[config.mk]
export PLATFORM = sky130hd
export DESIGN_NAME = pfm_pad_function_multiplexer
export DESIGN_NICKNAME = d
export VERILOG_FILES = /design/src/hw/pfm_pkg.sv /design/src/hw/pfm_pad_function_multiplexer.sv
export SDC_FILE = /design/constraint.sdc
export NUM_CORES = 1
export LEC_CHECK = 0
export ABC_AREA = 0
export BUFFER_PORTS_ARGS = -buffer_cell sky130_fd_sc_hd__buf_2
export CORE_UTILIZATION = 51
export CTS_CLUSTER_SIZE = 8
export DETAILED_ROUTE_END_ITERATION = 8
export PLACE_DENSITY = 0.85
export SETUP_SLACK_MARGIN = 0.3
export SYNTH_ARGS = -nofsm -noshare
export SYNTH_HDL_FRONTEND = slang
export SYNTH_SLANG_ARGS = --single-unit
export TNS_END_PERCENT = 20
[constraint.sdc]
create_clock -name sys_clk -period 3.22 [get_ports sys_clk]
set_input_delay 0.644 -clock sys_clk [delete_from_list [all_inputs] [get_ports sys_clk]]
set_output_delay 0.644 -clock sys_clk [all_outputs]
set_load 0.03 [all_outputs]
[src/hw/pfm_pkg.sv]
// shared constants for the pad-function multiplexer
package pfm_pkg;
  // register byte offsets
  localparam logic [7:0]  PAD_MODE_OFFSET  = 8'h00;
  localparam logic [7:0]  CLK_MODE_OFFSET  = 8'h04;
  localparam logic [31:0] PAD_MODE_RESET   = 32'h00000000;
  // field positions in pad_mode_control_two
  localparam int CAN_SEL_LSB    = 0;
  localparam int CAN_SEL_W      = 2;
  localparam int LINK_SEL_LSB   = 2;
  localparam int LINK_SEL_W     = 3;
  localparam int POLARITY_BIT   = 8;
  localparam int CS_SEL_LSB     = 26;
  localparam int CS_SEL_W       = 4;
  localparam int PAD_MODE_W     = 30;
  // can selector encoding
  localparam logic [1:0] CAN_ON_SERIAL = 2'h2;
  // widths
  localparam int CODE_W    = 4;
  localparam int DECODE_W  = 8;
  localparam int CS_PAD_LO = 4;
  localparam int MODE_W    = 3;
endpackage

[src/hw/pfm_pad_function_multiplexer.sv]
// pad-function multiplexer with apb registers and chip-select decoder
// What this block does
// [RULE1] bit 26: timer clock b or cs4
// [RULE2] bit 27: timer clock a or cs5
// [RULE3] bit 28: trigger one or cs6
// [RULE4] bit 29: trigger two or cs7
// [RULE5] can selector 00 keeps serial, gpio
// [RULE6] can selector x1 puts can on multipurpose
// [RULE7] can selector 10 puts can on serial
// [RULE8] link selector x00 routes nothing
// [RULE9] 001 routes tx0, sync, clock
// [RULE10] 010 routes rx0, sync, clock
// [RULE11] 011 routes rx0, tx0, sync, clock
// [RULE12] 101 routes tx0, tx1, sync, clock
// [RULE13] 110 routes rx0, rx1, sync, clock
// [RULE14] 111 routes every link signal
// [RULE15] code decodes one-hot, polarity inverts
// [RULE16] irq pins configure clock during reset
// [RULE17] clock mode latched at reset release
// [RULE18] bits 30, 31 read zero
`timescale 1ns/1ps
module pfm_pad_function_multiplexer
  import pfm_pkg::*;
(
  // clock and reset
  input  wire logic                sys_clk,
  input  wire logic                sys_rst,
  // apb slave
  input  wire logic                psel,
  input  wire logic                penable,
  input  wire logic                pwrite,
  input  wire logic [7:0]          paddr,
  input  wire logic [31:0]         pwdata,
  output logic [31:0]              prdata,
  output logic                     pready,
  output logic                     pslverr,
  // chip-select shared pads, index 0..3 for cs4..cs7
  input  wire logic [3:0]          csPadIn,
  output logic [3:0]               csPadOut,
  output logic [3:0]               csPadOe,
  // timer and trigger inputs fed from those pads
  output logic                     timerTwoClockB,
  output logic                     timerTwoClockA,
  output logic                     externalTriggerOne,
  output logic                     externalTriggerTwo,
  // chip-select decoder
  input  wire logic [CODE_W-1:0]   chipSelectCodeIn,
  output logic [DECODE_W-1:0]      decodedChipSelects,
  // serial and can pads
  output logic                     serialTxPadOut,
  input  wire logic                serialRxPadIn,
  input  wire logic                serialTwoTransmit,
  output logic                     serialTwoReceive,
  input  wire logic                canCTransmit,
  output logic                     canCReceive,
  // multipurpose pads 10..15, index 0..5
  input  wire logic [5:0]          mpioPadIn,
  output logic [5:0]               mpioPadOut,
  output logic [5:0]               mpioPadOe,
  input  wire logic [5:0]          mpioOut,
  input  wire logic [5:0]          mpioOe,
  output logic [5:0]               mpioIn,
  // pwm pads, index 0 is channel two, 1 is channel three
  input  wire logic [1:0]          pwmPadIn,
  output logic [1:0]               pwmPadOut,
  output logic [1:0]               pwmPadOe,
  input  wire logic [1:0]          pwmOut,
  // link peripheral side
  output logic                     linkReceiveZero,
  output logic                     linkReceiveOne,
  input  wire logic                linkTransmitZero,
  input  wire logic                linkTransmitOne,
  input  wire logic                linkSync,
  input  wire logic                linkClock,
  // interrupt and clock-mode pins
  input  wire logic [MODE_W-1:0]   irqPadIn,
  output logic [MODE_W-1:0]        irqRequest,
  output logic [MODE_W-1:0]        clockModeConfigPins
);

  // stored control bits, reserved top bits not kept
  logic [PAD_MODE_W-1:0] padMode;
  logic [CAN_SEL_W-1:0]  canSel;
  logic [LINK_SEL_W-1:0] linkSel;
  logic                  polarity;
  logic                  setupRd;
  logic                  hit;
  logic                  next_serialTx;
  logic                  next_serialRx;
  logic                  next_canRx;
  logic [5:0]            next_mpioOut;
  logic [5:0]            next_mpioOe;
  logic [1:0]            next_pwmOut;
  logic [1:0]            next_pwmOe;
  logic                  next_link0;
  logic                  next_link1;
  logic [DECODE_W-1:0]   next_decoded;

  assign canSel   = padMode[CAN_SEL_LSB +: CAN_SEL_W];
  assign linkSel  = padMode[LINK_SEL_LSB +: LINK_SEL_W];
  assign polarity = padMode[POLARITY_BIT];
  assign setupRd  = psel && !penable;
  assign hit      = (paddr == PAD_MODE_OFFSET) || (paddr == CLK_MODE_OFFSET);

  // zero-wait answer in the access phase
  assign pready  = psel && penable;
  assign pslverr = psel && penable && !hit;

  // register write, only the control word is writable
  always_ff @(posedge sys_clk)
  begin
    if (sys_rst)
    begin
      padMode <= PAD_MODE_RESET[PAD_MODE_W-1:0];
    end
    else if (psel && penable && pwrite && paddr == PAD_MODE_OFFSET)
    begin
      // bits 30 and 31 are dropped here
      // [RULE18] reserved ignored
      padMode <= pwdata[PAD_MODE_W-1:0];
    end
  end

  // read data captured in the setup cycle
  always_ff @(posedge sys_clk)
  begin
    if (sys_rst)
    begin
      prdata <= '0;
    end
    else if (setupRd && !pwrite)
    begin
      // [RULE18] reserved read zero
      if (paddr == PAD_MODE_OFFSET)
      begin
        prdata <= {2'h0, padMode};
      end
      else if (paddr == CLK_MODE_OFFSET)
      begin
        prdata <= {29'h0, clockModeConfigPins};
      end
      else
      begin
        prdata <= '0;
      end
    end
  end

  // chip-select pads, one per select bit
  genvar g;
  generate
    for (g = 0; g < CS_SEL_W; g++)
    begin : gCsPad
      always_ff @(posedge sys_clk)
      begin
        if (sys_rst)
        begin
          csPadOut[g] <= 1'b0;
          csPadOe[g]  <= 1'b0;
        end
        else
        begin
          // [RULE1] pad select drive
          csPadOe[g]  <= padMode[CS_SEL_LSB + g];
          csPadOut[g] <= next_decoded[CS_PAD_LO + g];
        end
      end
    end
  endgenerate

  // timer and trigger inputs only see the pad when selected as input
  always_ff @(posedge sys_clk)
  begin
    if (sys_rst)
    begin
      timerTwoClockB     <= 1'b0;
      timerTwoClockA     <= 1'b0;
      externalTriggerOne <= 1'b0;
      externalTriggerTwo <= 1'b0;
    end
    else
    begin
      // [RULE1] timer clock b
      timerTwoClockB     <= csPadIn[0] && !padMode[CS_SEL_LSB];
      // [RULE2] timer clock a
      timerTwoClockA     <= csPadIn[1] && !padMode[CS_SEL_LSB + 1];
      // [RULE3] trigger one
      externalTriggerOne <= csPadIn[2] && !padMode[CS_SEL_LSB + 2];
      // [RULE4] trigger two
      externalTriggerTwo <= csPadIn[3] && !padMode[CS_SEL_LSB + 3];
    end
  end

  // one-hot decode with optional inversion
  always_comb
  begin
    // [RULE15] decode and invert
    next_decoded = '0;
    next_decoded[chipSelectCodeIn[2:0]] = !chipSelectCodeIn[3];
    if (polarity)
    begin
      next_decoded = ~next_decoded;
    end
  end

  // registered decoder output
  always_ff @(posedge sys_clk)
  begin
    if (sys_rst)
    begin
      decodedChipSelects <= '0;
    end
    else
    begin
      decodedChipSelects <= next_decoded;
    end
  end

  // routing for can, link and default functions
  always_comb
  begin
    next_mpioOut  = mpioOut;
    next_mpioOe   = mpioOe;
    next_pwmOut   = pwmOut;
    next_pwmOe    = 2'h3;
    next_serialTx = serialTwoTransmit;
    next_serialRx = serialRxPadIn;
    next_canRx    = 1'b0;
    next_link0    = 1'b0;
    next_link1    = 1'b0;
    // [RULE5] default serial and gpio
    if (canSel[0])
    begin
      // [RULE6] can on multipurpose
      next_canRx      = mpioPadIn[1];
      next_mpioOe[1]  = 1'b0;
      next_mpioOut[2] = canCTransmit;
      next_mpioOe[2]  = 1'b1;
    end
    else if (canSel == CAN_ON_SERIAL)
    begin
      // [RULE7] can on serial
      next_canRx    = serialRxPadIn;
      next_serialRx = 1'b0;
      next_serialTx = canCTransmit;
    end
    // [RULE8] x00 routes none
    // [RULE9] sync and clock
    if (linkSel[1:0] != 2'h0)
    begin
      next_mpioOut[0] = linkSync;
      next_mpioOe[0]  = 1'b1;
      next_mpioOut[3] = linkClock;
      next_mpioOe[3]  = 1'b1;
    end
    // [RULE10] receive zero
    if (linkSel[1])
    begin
      next_link0     = mpioPadIn[4];
      next_mpioOe[4] = 1'b0;
    end
    // [RULE11] transmit zero
    if (linkSel[0])
    begin
      next_mpioOut[5] = linkTransmitZero;
      next_mpioOe[5]  = 1'b1;
    end
    // [RULE12] transmit one
    if (linkSel[2] && linkSel[0])
    begin
      next_pwmOut[0] = linkTransmitOne;
    end
    // [RULE13] receive one
    if (linkSel[2] && linkSel[1])
    begin
      // [RULE14] all six routed
      next_link1     = pwmPadIn[1];
      next_pwmOe[1]  = 1'b0;
    end
  end

  // registered pad and peripheral sides
  always_ff @(posedge sys_clk)
  begin
    if (sys_rst)
    begin
      serialTxPadOut   <= 1'b0;
      serialTwoReceive <= 1'b0;
      canCReceive      <= 1'b0;
      mpioPadOut       <= '0;
      mpioPadOe        <= '0;
      mpioIn           <= '0;
      pwmPadOut        <= '0;
      pwmPadOe         <= '0;
      linkReceiveZero  <= 1'b0;
      linkReceiveOne   <= 1'b0;
    end
    else
    begin
      serialTxPadOut   <= next_serialTx;
      serialTwoReceive <= next_serialRx;
      canCReceive      <= next_canRx;
      mpioPadOut       <= next_mpioOut;
      mpioPadOe        <= next_mpioOe;
      mpioIn           <= mpioPadIn;
      pwmPadOut        <= next_pwmOut;
      pwmPadOe         <= next_pwmOe;
      linkReceiveZero  <= next_link0;
      linkReceiveOne   <= next_link1;
    end
  end

  // clock mode follows pins during reset, frozen at release
  always_ff @(posedge sys_clk)
  begin
    // [RULE17] latch at release
    if (sys_rst)
    begin
      clockModeConfigPins <= irqPadIn;
    end
  end

  // interrupt requests only once reset is gone
  always_ff @(posedge sys_clk)
  begin
    // [RULE16] irq after reset
    if (sys_rst)
    begin
      irqRequest <= '0;
    end
    else
    begin
      irqRequest <= irqPadIn;
    end
  end

endmodule

==> qor.log <==
[outcome] run status finished clean
[critical_path] highest net fanout along the worst path 4
[place] number of input and output port buffers inserted 166
[power] fraction of power spent switching nets 26.1%
[synth] Post-Syn Area 4060 um2
[hold_path] critical hold path startpoint prdata[5]$_SDFFE_PP0P_
[critical_path] reg-to-reg critical path startpoint padMode[2]$_SDFFE_PP0P_
[synth] Yosys top cell by area sky130_fd_sc_hd__dfxtp_1
[drt] Pre-antenna DRT Iters 4
[floorplan] Placement Rows 32
[critical_path] R2R depth 3
[place] gpl congestion 0.761
[finish] number of antenna repair diodes 0
[grt] largest net degree at the start of global routing 91
[critical_path] cell chain of the critical path buf_2, or4_1, or2_4, and2_1, buf_2
[grt] global-route wire length before repair 17.2 mm
[grt] global-route track usage on met1 31.8%
[synth] Post-synth EDFFs 3
[critical_path] kind of critical path primary input to primary output
[place] total placed cells including tap cells 660
[drt] final routed wire length divided by cell count 15.5 um
[timing] Clock Skews 0.0125 ns
[synth] top-area cell type share of the netlist area 52.2%
[floorplan] Boundary Pins 172
[finish] count of nets after finishing 654
[timing] max-slew violation count 0
[power] Clock Power Share 34.2%
[floorplan] die width 91.3 um
[finish] Cell Count, Final, Fillers Out 676
[power] leak pwr 2.10 nW
[critical_path] slack of the worst reg-to-reg path 1.91 ns
[clock_network] total number of clock tree sinks 109
[synth] most common cell in the synthesized netlist sky130_fd_sc_hd__dfxtp_1
[drt] via density per instance 5.63
[clock_network] number of levels the H-tree was split into 3
[floorplan] core box area 7730 um2
[floorplan] initial standard-cell utilization of the core 52.6%
[critical_path] most repeated library cell on the critical path sky130_fd_sc_hd__buf_2
[timing] final critical-path share of the clock period 80.2%
[finish] area growth from synthesis to layout 25.2%
[grt] global-route track usage on met2 44.4%
[critical_path] worst-path cell with the longest stage delay sky130_fd_sc_hd__or4_1
[finish] fraction of final layout cells with drive strength greater than 1 34.1%
[drt] Antenna Nets Post-Route 0
[synth] top cells by area in the synthesized netlist sky130_fd_sc_hd__dfxtp_1 52%, sky130_fd_sc_hd__nand4_1 8.8%, sky130_fd_sc_hd__a21oi_1 7.5%
[synth] Avg Synthesized Cell Area 9.34 um2
[critical_path] Crit path arrival time 1.94 ns
[timing] clock period minus final worst setup slack 2.58 ns
[hold_path] worst hold path type flip-flop to flip-flop
[floorplan] overall die height 91.3 um
[grt] met3 layer usage reported by global route 4.27%
[drt] total number of vias 3803
[clock_network] setup bufs post-CTS 0
[grt] global-route usage over all layers 25.9%
[synth] flip-flop cell with the highest count after synthesis sky130_fd_sc_hd__dfxtp_1
[synth] number of warnings issued by yosys 0
[timing] actual slew at the worst max-slew pin 0.894 ns
[power] combinational share of power 9.8%
[hold_path] depth of the worst hold-timing path 2
[grt] global route hottest layer met2
[clock_network] post-CTS clock slew at the launch and capture registers of the worst setup and hold paths 0.10 ns
[timing] unrepaired setup endpoints after global routing no
[power] Sequential Power Share 56.0%
[synth] count of cell types in the netlist 35
[clock_network] buffer depth of the longest clock path 2
[clock_network] Hold-fix buffers, CTS 0
[floorplan] floorplan die area 8330 um2
[grt] initial antenna violation count 0
[power] Pint 1.83 mW
[clock_network] number of instances resized during post-cts repair 0
[critical_path] CP startpoint kind primary input
[run] max cap viols 0
[critical_path] worst path bufs/invs 2
[critical_path] Data required, critical path 2.58 ns
[place] dpl hpwl 6.91 mm
[critical_path] delay of the slowest cell on the worst path 0.55 ns
[timing] total of endpoints with negative setup slack in the final report 0
[grt] sum of overflow across all layers after global routing 0
[drt] Starting DRT DRC Count 171
[clock_network] clock latency of the later-clocked register in the worst-skew pair 0.36 ns
[synth] top cells by instance count after synthesis 106 x sky130_fd_sc_hd__dfxtp_1, 61 x sky130_fd_sc_hd__a21oi_1, 57 x sky130_fd_sc_hd__nand4_1
[critical_path] capturing element type of the critical path primary output
[clock_network] Clock Tree Root sky130_fd_sc_hd__clkbuf_8
[hold_path] hold path endpoint prdata[5]$_SDFFE_PP0P_
[synth] Async S/R FF share, synth 0%
[drt] post-detailed-route DRC marker count 0
[drt] total wirelength of the detailed-routed design 10.5 mm
[power] highest ir drop seen on vdd 0.000250 V
[power] Psw 647 uW
[timing] Setup TNS Final 0 ns
[grt] vias in the first global route 3630
[timing] Highest Clock Rate 387 MHz
[power] Cell Pwr Density 488 nW/um2
[clock_network] clock tree from TritonCTS built
[synth] portion of the post-synthesis area used by sequential elements 54.4%
[timing] max-slew headroom at the worst pin 40.4%
[timing] Final Hold Vio Count 0
[synth] number of register bits inferred by synthesis 109
[critical_path] Reg-to-Reg End prdata[2]$_SDFFE_PP0P_
[synth] count of mapped cells out of synthesis 435
[clock_network] cts bufs inserted 9
[critical_path] top cell family by delay on the critical path simple AND/OR/NAND/NOR gates
[metal layers]
metal	routed length [um]	vias up
met5	0	-
met4	222	0
met3	663	20
met2	5150	170
met1	4450	1784
li1	-	1829
[metrics by stage]
| stage | util, % | hold WS [ns] | total power [mW] | area [um2] | worst slack [ns] |
|---|---|---|---|---|---|
| detailed placement | 63.2 | 0.444 | 1.66 | 4880 | 0.637 |
| CTS | 65.8 | 0.446 | 2.50 | 5090 | 0.637 |
| floorplan | - | 0.435 | 1.56 | 4070 | 0.788 |
| finish | 65.8 | 0.455 | 2.48 | 5090 | 0.636 |
| global placement | 63.2 | 0.438 | 1.66 | 4880 | 0.635 |
| global route | 65.8 | 0.446 | 2.58 | 5090 | 0.609 |
[sequential cells by signal (all words and copies together) (netlist names)]
signal and count:
pwmPadOe 2, timerTwoClockB 1, mpioIn 6, mpioPadOut 6, timerTwoClockA 1, linkReceiveZero 1
linkReceiveOne 1, clockModeConfigPins 3, irqRequest 3, decodedChipSelects 7, externalTriggerOne 1, serialTwoReceive 1
serialTxPadOut 1, pwmPadOut 2, canCReceive 1, mpioPadOe 6, externalTriggerTwo 1, csPadOut 1
csPadOe 4, prdata 30, padMode 30
[cell families (layout without fill, tap and decap cells)]
logic type / after synthesis / count (layout) / synth area share (%)
compound gates: 100 / 100 / 14.9
xor+xnor: 8 / 8 / 1.72
buf+inv: 53 / 191 / 5.63
flops: 109 / 109 / 54.4
mux: 3 / 3 / 0.739
other cells: 1 / 2 / 0.0923
simple gates: 161 / 161 / 22.5
[worst max path at each step]
stage | start | cells after the start | to | slack [ns]
floorplan | paddr[6] | 4 | pslverr | 0.79
global placement | paddr[6] | 5 | pslverr | 0.63
detailed placement | paddr[6] | 5 | pslverr | 0.64
CTS | paddr[6] | 5 | pslverr | 0.64
global route | paddr[6] | 5 | pslverr | 0.61
finish | paddr[6] | 5 | pslverr | 0.64
[cell type report]
cell class,instances,area (um2)
inverters,1,3.75
multi-input cells,274,1640
repair buffers,174,893
well taps,102,128
flip-flops and latches,109,2210
clock inverters,7,81.3
clock buffers,9,124
fillers,652,2640
[cells in the final DEF (no fill, tap or decap), drive strengths merged, types with 4 or more instances in the layout]
master  synthesis  routed
a21oi          61      61
buf            12     174
clkbuf         40       9
dfxtp         106     106
inv             1       4
nand2          31      31
nand4          57      57
nor2           22      22
nor2b          20      20
nor3b           8       8
o31ai          30      30
xnor2           7       7
[worst min-delay path, cell delays in order (launching register included)]
cell and delay [ns]:
sky130_fd_sc_hd__dfxtp_1 0.32, sky130_fd_sc_hd__nand2_1 0.05, sky130_fd_sc_hd__a21oi_1 0.05
[power by group through the flow]
stage | clock network [mW] | registers, mW | logic, mW
floorplan | 0 | 1.48 | 0.0852
global placement | 0 | 1.42 | 0.237
detailed placement | 0 | 1.42 | 0.242
CTS | 0.866 | 1.39 | 0.243
global route | 0.925 | 1.39 | 0.262
finish | 0.847 | 1.39 | 0.244
(Power assumes the default switching activity.)
